File: src/rtl/tfs_pkg.sv
package tfs_pkg;
  // ****************************************
  // sizes and counters
  // ****************************************
  localparam int SIZE_W = 4;
  localparam int CNT_W = 16;
  localparam int FLOOR_DEF = 3;
  localparam int CEIL_DEF = 6;
  localparam int BEAT_LG_DEF = 3;
  // ****************************************
  // tilelink opcodes
  // ****************************************
  localparam logic [2:0] OP_PUTFULL = 3'h0;
  localparam logic [2:0] OP_PUTPART = 3'h1;
  localparam logic [2:0] OP_ARITH = 3'h2;
  localparam logic [2:0] OP_LOGIC = 3'h3;
  localparam logic [2:0] OP_GET = 3'h4;
  localparam logic [2:0] OP_HINT = 3'h5;
  // ****************************************
  // early acknowledge modes
  // ****************************************
  localparam logic [1:0] ACK_LAST = 2'h0;
  localparam logic [1:0] ACK_ALL_FIRST = 2'h1;
  localparam logic [1:0] ACK_FULL_FIRST = 2'h2;
  // ****************************************
  // register map
  // ****************************************
  localparam logic [11:0] OFS_CTRL = 12'h000;
  localparam logic [11:0] OFS_STAT = 12'h004;
  localparam logic [11:0] OFS_PCNT = 12'h008;
  localparam int CTRL_FF = 0;
  localparam int CTRL_ACK = 1;
  localparam int CTRL_MERGE = 3;
  localparam int CTRL_MAX = 4;
  localparam int STAT_BUSY = 0;
  localparam int STAT_OVER = 1;
  localparam logic [1:0] ACK_RST = 2'h0;
  localparam logic [3:0] MAX_RST = 4'h6;
  typedef enum logic [1:0] {
    ST_IDLE = 2'b00,
    ST_RUN = 2'b01,
    ST_DRAIN = 2'b11
  } tfs_state_t;
endpackage

File: src/rtl/tfs_splitter.sv
// The register addresses and the APB slave port were decided locally.
`timescale 1ns/100ps
module tfs_splitter #(
  parameter int FLOOR_SIZE = tfs_pkg::FLOOR_DEF,
  parameter int CEILING_SIZE = tfs_pkg::CEIL_DEF,
  parameter int BEAT_LG = tfs_pkg::BEAT_LG_DEF,
  parameter int ADDR_W = 32,
  parameter int SRC_W = 4
) (
  // clock and reset
  input wire logic pclk,
  input wire logic presetn,
  // apb slave
  input wire logic psel,
  input wire logic penable,
  input wire logic pwrite,
  input wire logic [11:0] paddr,
  input wire logic [31:0] pwdata,
  output logic [31:0] prdata,
  output logic pready,
  output logic pslverr,
  // client a channel
  input wire logic ca_valid,
  output logic ca_ready,
  input wire logic [2:0] ca_opcode,
  input wire logic [2:0] ca_param,
  input wire logic [tfs_pkg::SIZE_W-1:0] ca_size,
  input wire logic [SRC_W-1:0] ca_source,
  input wire logic [ADDR_W-1:0] ca_address,
  input wire logic [(8<<BEAT_LG)/8-1:0] ca_mask,
  input wire logic [(8<<BEAT_LG)-1:0] ca_data,
  // manager a channel
  output logic ma_valid,
  input wire logic ma_ready,
  output logic [2:0] ma_opcode,
  output logic [2:0] ma_param,
  output logic [tfs_pkg::SIZE_W-1:0] ma_size,
  output logic [SRC_W-1:0] ma_source,
  output logic [ADDR_W-1:0] ma_address,
  output logic [(8<<BEAT_LG)/8-1:0] ma_mask,
  output logic [(8<<BEAT_LG)-1:0] ma_data,
  // manager d channel
  input wire logic md_valid,
  output logic md_ready,
  input wire logic [2:0] md_opcode,
  input wire logic [1:0] md_param,
  input wire logic md_denied,
  input wire logic md_corrupt,
  input wire logic [(8<<BEAT_LG)-1:0] md_data,
  // client d channel
  output logic cd_valid,
  input wire logic cd_ready,
  output logic [2:0] cd_opcode,
  output logic [1:0] cd_param,
  output logic [tfs_pkg::SIZE_W-1:0] cd_size,
  output logic [SRC_W-1:0] cd_source,
  output logic cd_denied,
  output logic cd_corrupt,
  output logic [(8<<BEAT_LG)-1:0] cd_data
);
  localparam int DW = 8 << BEAT_LG;
  localparam int MW = DW / 8;
  localparam int SW = tfs_pkg::SIZE_W;
  localparam int CW = tfs_pkg::CNT_W;
  localparam int AW_PK = 6 + SW + SRC_W + ADDR_W + MW + DW;
  localparam int DW_PK = 7 + SW + SRC_W + DW;
  localparam logic [SW-1:0] FLOOR_SZ = SW'(FLOOR_SIZE);
  localparam logic [SW-1:0] CEIL_SZ = SW'(CEILING_SIZE);
  localparam logic [SW-1:0] BLG = SW'(BEAT_LG);

  if (FLOOR_SIZE > CEILING_SIZE || CEILING_SIZE - FLOOR_SIZE >= CW ||
      CEILING_SIZE >= (1 << SW) || BEAT_LG > 7) begin : g_bad
    $error("tfs_splitter: unsupported size parameters");
  end

  // ****************************************
  // helpers
  // ****************************************
  function automatic logic [CW-1:0] beats(input logic [SW-1:0] s);
    beats = (s > BLG) ? (CW'(1) << (s - BLG)) : CW'(1);
  endfunction
  function automatic logic has_data(input logic [2:0] op);
    has_data = (op == tfs_pkg::OP_PUTFULL) || (op == tfs_pkg::OP_PUTPART) ||
               (op == tfs_pkg::OP_ARITH) || (op == tfs_pkg::OP_LOGIC);
  endfunction

  // ****************************************
  // apb registers
  // ****************************************
  logic ff_reg;
  logic [1:0] ack_reg;
  logic merge_reg;
  logic [3:0] max_reg;
  logic over_reg;
  logic [CW-1:0] pcnt_reg;
  logic [31:0] prdata_reg;
  logic pready_reg;
  logic pslverr_reg;
  logic busy;
  wire apb_acc = psel & penable & ~pready_reg;
  wire apb_wr = psel & penable & pready_reg & pwrite;
  wire sel_ctrl = paddr == tfs_pkg::OFS_CTRL;
  wire sel_stat = paddr == tfs_pkg::OFS_STAT;
  wire sel_pcnt = paddr == tfs_pkg::OFS_PCNT;
  wire sel_none = ~sel_ctrl & ~sel_stat & ~sel_pcnt;
  wire [31:0] ctrl_rd = {24'h0, max_reg, merge_reg, ack_reg, ff_reg};
  wire [31:0] rd_mux;
  assign rd_mux = sel_ctrl ? ctrl_rd :
                  sel_stat ? {30'h0, over_reg, busy} :
                  sel_pcnt ? {{(32-CW){1'b0}}, pcnt_reg} : 32'h0;
  assign prdata = prdata_reg;
  assign pready = pready_reg;
  assign pslverr = pslverr_reg;

  always_ff @(posedge pclk or negedge presetn) begin
    if (!presetn) begin
      pready_reg <= 1'b0;
      prdata_reg <= 32'h0;
      pslverr_reg <= 1'b0;
    end else begin
      pready_reg <= apb_acc;
      prdata_reg <= apb_acc ? rd_mux : 32'h0;
      pslverr_reg <= apb_acc & sel_none;
    end
  end
  always_ff @(posedge pclk or negedge presetn) begin
    if (!presetn) begin
      ff_reg <= 1'b0;
      ack_reg <= tfs_pkg::ACK_RST;
      merge_reg <= 1'b0;
      max_reg <= tfs_pkg::MAX_RST;
    end else if (apb_wr && sel_ctrl) begin
      ff_reg <= pwdata[tfs_pkg::CTRL_FF];
      ack_reg <= pwdata[tfs_pkg::CTRL_ACK +: 2];
      merge_reg <= pwdata[tfs_pkg::CTRL_MERGE];
      max_reg <= pwdata[tfs_pkg::CTRL_MAX +: 4];
    end
  end

  // ****************************************
  // client beat holding stage
  // ****************************************
  logic h_v_reg;
  logic h_v_next;
  logic a_rdy_reg;
  logic [2:0] h_op_reg;
  logic [2:0] h_par_reg;
  logic [SW-1:0] h_sz_reg;
  logic [SRC_W-1:0] h_src_reg;
  logic [ADDR_W-1:0] h_adr_reg;
  logic [MW-1:0] h_msk_reg;
  logic [DW-1:0] h_dat_reg;
  logic h_take;
  wire a_fire = ca_valid & a_rdy_reg;
  // one beat in flight keeps ca_ready a plain flop at half throughput
  assign h_v_next = a_fire | (h_v_reg & ~h_take);
  assign ca_ready = a_rdy_reg;

  always_ff @(posedge pclk or negedge presetn) begin
    if (!presetn) begin
      h_v_reg <= 1'b0;
      a_rdy_reg <= 1'b0;
    end else begin
      h_v_reg <= h_v_next;
      a_rdy_reg <= ~h_v_next;
    end
  end
  always_ff @(posedge pclk) begin
    if (a_fire) begin
      h_op_reg <= ca_opcode;
      h_par_reg <= ca_param;
      h_sz_reg <= ca_size;
      h_src_reg <= ca_source;
      h_adr_reg <= ca_address;
      h_msk_reg <= ca_mask;
      h_dat_reg <= ca_data;
    end
  end

  // ****************************************
  // piece size selection
  // ****************************************
  wire [SW-1:0] mgr_lim = (max_reg < FLOOR_SZ) ? FLOOR_SZ :
                          (max_reg > CEIL_SZ) ? CEIL_SZ : max_reg;
  wire [SW-1:0] lim = ff_reg ? FLOOR_SZ : mgr_lim;
  wire h_arith = h_op_reg == tfs_pkg::OP_ARITH;
  wire h_big = h_sz_reg > lim;
  wire [SW-1:0] st_tsz = h_arith ? ((ff_reg && h_sz_reg > FLOOR_SZ) ? FLOOR_SZ : h_sz_reg) :
                         (h_big ? lim : h_sz_reg);
  wire [CW-1:0] st_pn = (!h_arith && h_big) ? (CW'(1) << (h_sz_reg - lim)) : CW'(1);
  wire [CW-1:0] st_bpp = h_arith ? beats(h_sz_reg) :
                         has_data(h_op_reg) ? beats(st_tsz) : CW'(1);
  wire st_dresp = (h_op_reg == tfs_pkg::OP_GET) || (h_op_reg == tfs_pkg::OP_LOGIC) ||
                  h_arith;
  wire [CW-1:0] st_resp = h_arith ? beats(st_tsz) : st_dresp ? beats(h_sz_reg) : st_pn;

  // ****************************************
  // request sequencer
  // ****************************************
  tfs_pkg::tfs_state_t st_reg;
  tfs_pkg::tfs_state_t st_next;
  logic [2:0] r_op_reg;
  logic [SW-1:0] r_sz_reg;
  logic [SW-1:0] r_tsz_reg;
  logic [SRC_W-1:0] r_src_reg;
  logic [ADDR_W-1:0] r_base_reg;
  logic [CW-1:0] r_pn_reg;
  logic [CW-1:0] r_bpp_reg;
  logic [CW-1:0] pi_reg;
  logic [CW-1:0] bi_reg;
  logic [CW-1:0] resp_reg;
  logic seen_reg;
  logic deny_reg;
  logic abuf_rdy;
  logic dbuf_rdy;
  assign busy = st_reg != tfs_pkg::ST_IDLE;
  wire start = (st_reg == tfs_pkg::ST_IDLE) & h_v_reg;
  wire emit = (st_reg == tfs_pkg::ST_RUN) & h_v_reg & abuf_rdy;
  wire last_piece = (pi_reg == r_pn_reg - CW'(1)) && (bi_reg == r_bpp_reg - CW'(1));
  wire md_fire = md_valid & dbuf_rdy;
  // data beats leave the holding stage one by one, reads and hints stay until the last piece
  assign h_take = emit & (has_data(r_op_reg) | last_piece);

  always_comb begin
    st_next = st_reg;
    case (st_reg)
      tfs_pkg::ST_IDLE: begin
        if (h_v_reg) begin
          st_next = tfs_pkg::ST_RUN;
        end
      end
      tfs_pkg::ST_RUN: begin
        if (emit && last_piece) begin
          st_next = tfs_pkg::ST_DRAIN;
        end
      end
      tfs_pkg::ST_DRAIN: begin
        if (resp_reg == CW'(0)) begin
          st_next = tfs_pkg::ST_IDLE;
        end
      end
      default: st_next = tfs_pkg::ST_IDLE;
    endcase
  end

  always_ff @(posedge pclk or negedge presetn) begin
    if (!presetn) begin
      st_reg <= tfs_pkg::ST_IDLE;
      r_op_reg <= 3'h0;
      r_sz_reg <= '0;
      r_tsz_reg <= '0;
      r_src_reg <= '0;
      r_base_reg <= '0;
      r_pn_reg <= '0;
      r_bpp_reg <= '0;
    end else begin
      st_reg <= st_next;
      if (start) begin
        r_op_reg <= h_op_reg;
        r_sz_reg <= h_sz_reg;
        r_tsz_reg <= st_tsz;
        r_src_reg <= h_src_reg;
        r_base_reg <= h_adr_reg;
        r_pn_reg <= st_pn;
        r_bpp_reg <= st_bpp;
      end
    end
  end

  always_ff @(posedge pclk or negedge presetn) begin
    if (!presetn) begin
      pi_reg <= '0;
      bi_reg <= '0;
      pcnt_reg <= '0;
    end else if (start) begin
      pi_reg <= '0;
      bi_reg <= '0;
    end else if (emit) begin
      if (bi_reg == r_bpp_reg - CW'(1)) begin
        bi_reg <= '0;
        pi_reg <= pi_reg + CW'(1);
        pcnt_reg <= pcnt_reg + CW'(1);
      end else begin
        bi_reg <= bi_reg + CW'(1);
      end
    end
  end

  // the ceiling is what the client was promised; larger requests are flagged, not dropped
  wire over_set = start & (h_sz_reg > CEIL_SZ);
  wire over_clr = apb_wr & sel_stat & pwdata[tfs_pkg::STAT_OVER];
  always_ff @(posedge pclk or negedge presetn) begin
    if (!presetn) begin
      over_reg <= 1'b0;
    end else if (over_set) begin
      over_reg <= 1'b1;
    end else if (over_clr) begin
      over_reg <= 1'b0;
    end
  end

  // ****************************************
  // manager a path
  // ****************************************
  wire [ADDR_W-1:0] piece_adr = r_base_reg + (ADDR_W'(pi_reg) << r_tsz_reg);
  wire [AW_PK-1:0] a_pk = {r_op_reg, h_par_reg, r_tsz_reg, r_src_reg, piece_adr,
                           h_msk_reg, h_dat_reg};
  wire [AW_PK-1:0] a_out;
  tfs_buf #(
    .W(AW_PK)
  ) u_abuf (
    .pclk(pclk),
    .presetn(presetn),
    .in_valid(emit),
    .in_ready(abuf_rdy),
    .in_data(a_pk),
    .out_valid(ma_valid),
    .out_ready(ma_ready),
    .out_data(a_out)
  );
  assign {ma_opcode, ma_param, ma_size, ma_source, ma_address, ma_mask, ma_data} = a_out;

  // ****************************************
  // response merging
  // ****************************************
  wire r_full = r_op_reg == tfs_pkg::OP_PUTFULL;
  wire r_put = r_full | (r_op_reg == tfs_pkg::OP_PUTPART);
  wire r_dresp = (r_op_reg == tfs_pkg::OP_GET) || (r_op_reg == tfs_pkg::OP_LOGIC) ||
                 (r_op_reg == tfs_pkg::OP_ARITH);
  wire early = (ack_reg == tfs_pkg::ACK_ALL_FIRST) |
               ((ack_reg == tfs_pkg::ACK_FULL_FIRST) & r_full);
  wire resp_last = resp_reg == CW'(1);
  wire fwd = r_dresp | ((r_put & early) ? ~seen_reg : resp_last);
  wire first_den = seen_reg ? deny_reg : md_denied;
  wire d_den = r_dresp ? ((merge_reg && r_op_reg == tfs_pkg::OP_GET) ? first_den : md_denied) :
               (r_put & early) ? md_denied : (deny_reg | md_denied);
  wire [DW_PK-1:0] d_pk = {md_opcode, md_param, r_sz_reg, r_src_reg, d_den, md_corrupt,
                           md_data};
  wire [DW_PK-1:0] d_out;
  assign md_ready = dbuf_rdy;

  always_ff @(posedge pclk or negedge presetn) begin
    if (!presetn) begin
      resp_reg <= '0;
      seen_reg <= 1'b0;
      deny_reg <= 1'b0;
    end else if (start) begin
      resp_reg <= st_resp;
      seen_reg <= 1'b0;
      deny_reg <= 1'b0;
    end else if (md_fire) begin
      resp_reg <= resp_reg - CW'(1);
      seen_reg <= 1'b1;
      deny_reg <= (r_dresp & merge_reg) ? first_den : (deny_reg | md_denied);
    end
  end

  tfs_buf #(
    .W(DW_PK)
  ) u_dbuf (
    .pclk(pclk),
    .presetn(presetn),
    .in_valid(md_fire & fwd),
    .in_ready(dbuf_rdy),
    .in_data(d_pk),
    .out_valid(cd_valid),
    .out_ready(cd_ready),
    .out_data(d_out)
  );
  assign {cd_opcode, cd_param, cd_size, cd_source, cd_denied, cd_corrupt, cd_data} = d_out;
endmodule

File: src/rtl/tfs_buf.sv
`timescale 1ns/100ps
module tfs_buf #(
  parameter int W = 8
) (
  // clock and reset
  input wire logic pclk,
  input wire logic presetn,
  // filling side
  input wire logic in_valid,
  output logic in_ready,
  input wire logic [W-1:0] in_data,
  // draining side
  output logic out_valid,
  input wire logic out_ready,
  output logic [W-1:0] out_data
);
  logic [1:0] cnt_reg;
  logic [1:0] cnt_next;
  logic [W-1:0] d0_reg;
  logic [W-1:0] d1_reg;
  logic rdy_reg;
  logic vld_reg;
  wire push = in_valid & rdy_reg;
  wire pop = vld_reg & out_ready;
  // registered flags keep both handshakes free of combinational paths
  assign cnt_next = cnt_reg + {1'b0, push} - {1'b0, pop};
  assign in_ready = rdy_reg;
  assign out_valid = vld_reg;
  assign out_data = d0_reg;
  always_ff @(posedge pclk or negedge presetn) begin
    if (!presetn) begin
      cnt_reg <= 2'h0;
      rdy_reg <= 1'b0;
      vld_reg <= 1'b0;
    end else begin
      cnt_reg <= cnt_next;
      rdy_reg <= cnt_next != 2'h2;
      vld_reg <= cnt_next != 2'h0;
    end
  end
  always_ff @(posedge pclk) begin
    if (pop) begin
      if (cnt_reg == 2'h2) begin
        d0_reg <= d1_reg;
      end else if (push) begin
        d0_reg <= in_data;
      end
    end else if (push) begin
      if (cnt_reg == 2'h0) begin
        d0_reg <= in_data;
      end else begin
        d1_reg <= in_data;
      end
    end
  end
endmodule

File: config.mk
export PLATFORM = sky130hd
export DESIGN_NAME = tfs_splitter
export DESIGN_NICKNAME = d
export VERILOG_FILES = /design/src/rtl/tfs_pkg.sv /design/src/rtl/tfs_splitter.sv /design/src/rtl/tfs_buf.sv
export SDC_FILE = /design/constraint.sdc
export NUM_CORES = 1
export LEC_CHECK = 0
export BUFFER_PORTS_ARGS = -buffer_cell sky130_fd_sc_hd__buf_2
export CORE_UTILIZATION = 55
export CTS_CLUSTER_SIZE = 25
export DETAILED_ROUTE_END_ITERATION = 10
export GPL_TIMING_DRIVEN = 0
export PLACE_DENSITY = 0.84
export SYNTH_ARGS = -nofsm -noshare
export SYNTH_HDL_FRONTEND = slang
export SYNTH_HIERARCHICAL = 1
export SYNTH_SLANG_ARGS = --single-unit
export TNS_END_PERCENT = 20
File: constraint.sdc
create_clock -name pclk -period 19.5 [get_ports pclk]
set_clock_uncertainty 0.2 [all_clocks]
set_input_delay 2.925 -clock pclk [delete_from_list [all_inputs] [get_ports pclk]]
set_output_delay 2.925 -clock pclk [all_outputs]
set_load 0.03 [all_outputs]
==> qor.log <==
INFO  cells_and_area fin_util=66.88%
INFO  grt            gr-usage-all-layers=27.52%
INFO  clock_network  clock_tree.root_cell=clkbuf_16
INFO  floorplanning  die_h=238.2um
INFO  cells_and_area nNetsFinal=3054
INFO  sta            worst_slew_margin_rel=7.670%
INFO  route          detail_route.first_pass.iterations=6
INFO  sta            max_clock_freq=174.9MHz
INFO  grt            grt_overflow=0
INFO  critical_path  worstPathRequired=19.65ns
INFO  synth          async_flop_share=26.44%
INFO  grt            grt_pass1_wl=119500um
INFO  placed_design  routabilityCongestion=0.9277
INFO  sta            finalHoldViolations=0
INFO  synth          synthesized_netlist_cell_count=2208
INFO  route          1st_iter_drt_viols=1947
INFO  critical_path  worstSetupPathType=reg2reg
INFO  clock_network  cts_made_buffers=73
INFO  synth          synth_sequential_area_ratio=65.14%
INFO  critical_path  critical_path.max_fanout=10
INFO  cells_and_area final_common_cell=edfxtp_1
INFO  route          wl_per_cell=22.17um
INFO  critical_path  worst_setup_path_start_kind=flip-flop
INFO  synth          synth_top_cells_by_area=edfxtp_1 (50%), dfrtp_1 (15%), mux2_2 (5.0%), mux2_4 (3.9%), nand2_1 (3.0%)
INFO  synth          synth.yosys.warnings=6
INFO  critical_path  critical_path.n_buffers_inverters=2
INFO  synth          synth_mux_area_share=10.13%
INFO  clock_network  post-cts-setup-buffer-count=0
INFO  job            cap_viol_max_count=0
INFO  synth          synth_largest_type_area_fraction=50.12%
INFO  critical_path  critPathTopFamily=compound AO/OA/AOI/OAI gates
INFO  sta            final_critical_path_setup_slack=13.78ns
INFO  power_and_ir_drop power.ir.vdd_worst=0.08206mV
INFO  route          remaining_drc_errors=0
INFO  synth          ys_seq_elements=696
INFO  critical_path  cpPeakStageDelay=0.60ns
INFO  sta            period_utilization_post_route=29.32%
INFO  synth          netlist-cell-type-count=85
INFO  critical_path  worst_ep_arrival_time=5.86ns
INFO  clock_network  cts_hold_buffers=0
INFO  floorplanning  start_util=55.68%
INFO  synth          area_fraction_in_and_or_nand_and_nor_cells_after_synthesis=9.968%
INFO  sta            report.final.setup_viol=0
INFO  sta            maxSlewViolCount=0
INFO  grt            pin_count_of_the_biggest_net_entering_global_routing=96
INFO  critical_path  critical_path.endpoint_type=flip-flop
INFO  synth          netlist.top_cell.by_area=edfxtp_1
INFO  clock_network  clock_latency=0.61ns
INFO  sta            min_period=5.718ns
INFO  critical_path  crit_path_cell_trace=clkbuf_1 > buf_1 > mux2_2 > o21ai_0 > nor2_1 > a21oi_1 > nor2_1 > ha_1 > nand2_1 > nor2_1 > a311oi_1 > nor4_1 > nor4b_1 > o31ai_1 > a31o_2 > xor2_1 > mux2_2
INFO  sta            setup_repair_after_global_routing_missed_its_margin=false
INFO  route          final_antenna_net_count=0
INFO  critical_path  critical_path.slowest_cell=nor4b_1
INFO  floorplanning  die_width=238.2um
INFO  power_and_ir_drop leakagePower=15.19nW
INFO  floorplanning  rows=86
INFO  synth          synth_edf_count=512
INFO  grt            number_of_antenna_violations_at_the_first_check_in_global_routing=13
INFO  placed_design  dp_worst_setup_slack=13.94ns
INFO  critical_path  critical-path-top-cell-by-count=nor2_1
INFO  clock_network  cts.htree.levels=3
INFO  synth          synthXorXnorAreaFrac=2.627%
INFO  sta            final.setup.tns=0ns
INFO  clock_network  tritoncts_clock_tree=built
INFO  cells_and_area syn2layout_area_growth=20.10%
INFO  route          wirelength=79430um
INFO  synth          post_synth.cell_area_avg=13.89um^2
INFO  route          total_number_of_vias=20637
INFO  sta            tightestPinTransition=1.373ns
INFO  cells_and_area final_layout_size_suffix_gt1_share=30.69%
INFO  synth          synthesis.area=30680um^2
INFO  clock_network  cts.sinks=696
INFO  synth          prevailing_post_synth_register_cell=edfxtp_1
INFO  power_and_ir_drop design_power_total=4.684mW
INFO  synth          synth_top_family_by_area=multiplexers
INFO  cells_and_area fin_area=36840um^2
INFO  clock_network  max-clock-path-buffers=3
INFO  placed_design  io_buffer_count=434
INFO  placed_design  placed_area=34420um^2
INFO  floorplanning  dieArea=56720um^2
INFO  power_and_ir_drop power-per-cell-area=127.1nW/um^2
INFO  floorplanning  core=55090um^2
INFO  run_status     outcome=complete, no violations
INFO  clock_network  clk_pin_slew=0.06ns
INFO  route          routed_via_density=5.761
INFO  clock_network  post_cts.resized_instances=0
INFO  min_path       hold_path_class=reg2reg
INFO  synth          synth-adder-area-share=2.007%
INFO  grt            first_global_vias=20801
INFO  placed_design  place.detailed.hpwl=56610um
INFO  cells_and_area final_cell_mix=edfxtp_1 (512), buf_2 (437), nand2_1 (243)
INFO  floorplanning  ioPinCount=477
INFO  synth          synth-compound-area-share=6.995%
==> worst paths after layout <==
path	from	cells past startpoint	slack, ns	to
max in group asynchronous	presetn	2	15.97	max_reg[2]
max	r_tsz_reg[0]	17	13.78	u_abuf/out_data[103]
min in group asynchronous	presetn	1	2.14	r_base_reg[0]
max reg2reg	r_tsz_reg[0]	17	13.78	u_abuf/out_data[103]
min	h_dat_reg[43]	0	0.24	u_abuf/d1_reg[43]
min reg2reg	h_dat_reg[43]	0	0.24	u_abuf/d1_reg[43]
==> per-layer routing <==
metal / global-route usage, % / vias to the layer above / share of wire, %
li1: - / 9325 / -
met3: 5.310 / 185 / 7.3
met4: 13.01 / 4 / 3.9
met1: 34.80 / 10263 / 39
met5: 0 / - / 0.039
met2: 45.80 / 860 / 49
==> synthesized netlist by cell type (31+ instances only) <==
cell type,n
mux2i_1,31
nor2_1,133
nand2_1,243
nor3_1,42
clkbuf_1,65
mux2_4,79
edfxtp_1,512
dfrtp_1,182
o21ai_0,72
mux2_2,137
xor2_1,38
nand3_1,34
inv_1,37
ha_1,46
a21oi_1,83
xnor2_1,54
==> cell families after synthesis <==
logic type	after synthesis
other	2
AND/OR/NAND/NOR	635
adder cells (fa/ha/maj)	48
buffers and inverters	158
flip-flops	696
AO/OA/AOI/OAI	327
XOR/XNOR	92
multiplexers	250
==> report_power, final <==
| group | switching [mW] | total [mW] | internal, mW |
|---|---|---|---|
| logic | 0.760 | 1.21 | 0.452 |
| registers | 0.119 | 2.08 | 1.96 |
| clock network | 0.578 | 1.39 | 0.815 |
==> final cells by class <==
class,instances,area [um^2]
Sequential cell,696,19980
Fill cell,3798,18250
Multi-Input combinational cell,1369,9831
Timing Repair Buffer,466,2715
Clock buffer,91,1968
Tap cell,748,935.9
Buffer,118,805.8
Clock inverter,42,426.7
Inverter,40,150.1
Antenna cell,12,30.03
==> per-stage QoR <==
step / cells / hold WS (ns)
floorplan: 2223 / 0.2146
global placement: 3405 / 0.2257
detailed placement: 3437 / 0.2297
CTS: 3570 / 0.2439
global route: 3582 / 0.2568
finish: 3582 / 0.2415
No activity file was read; power rests on OpenSTA's default activity.
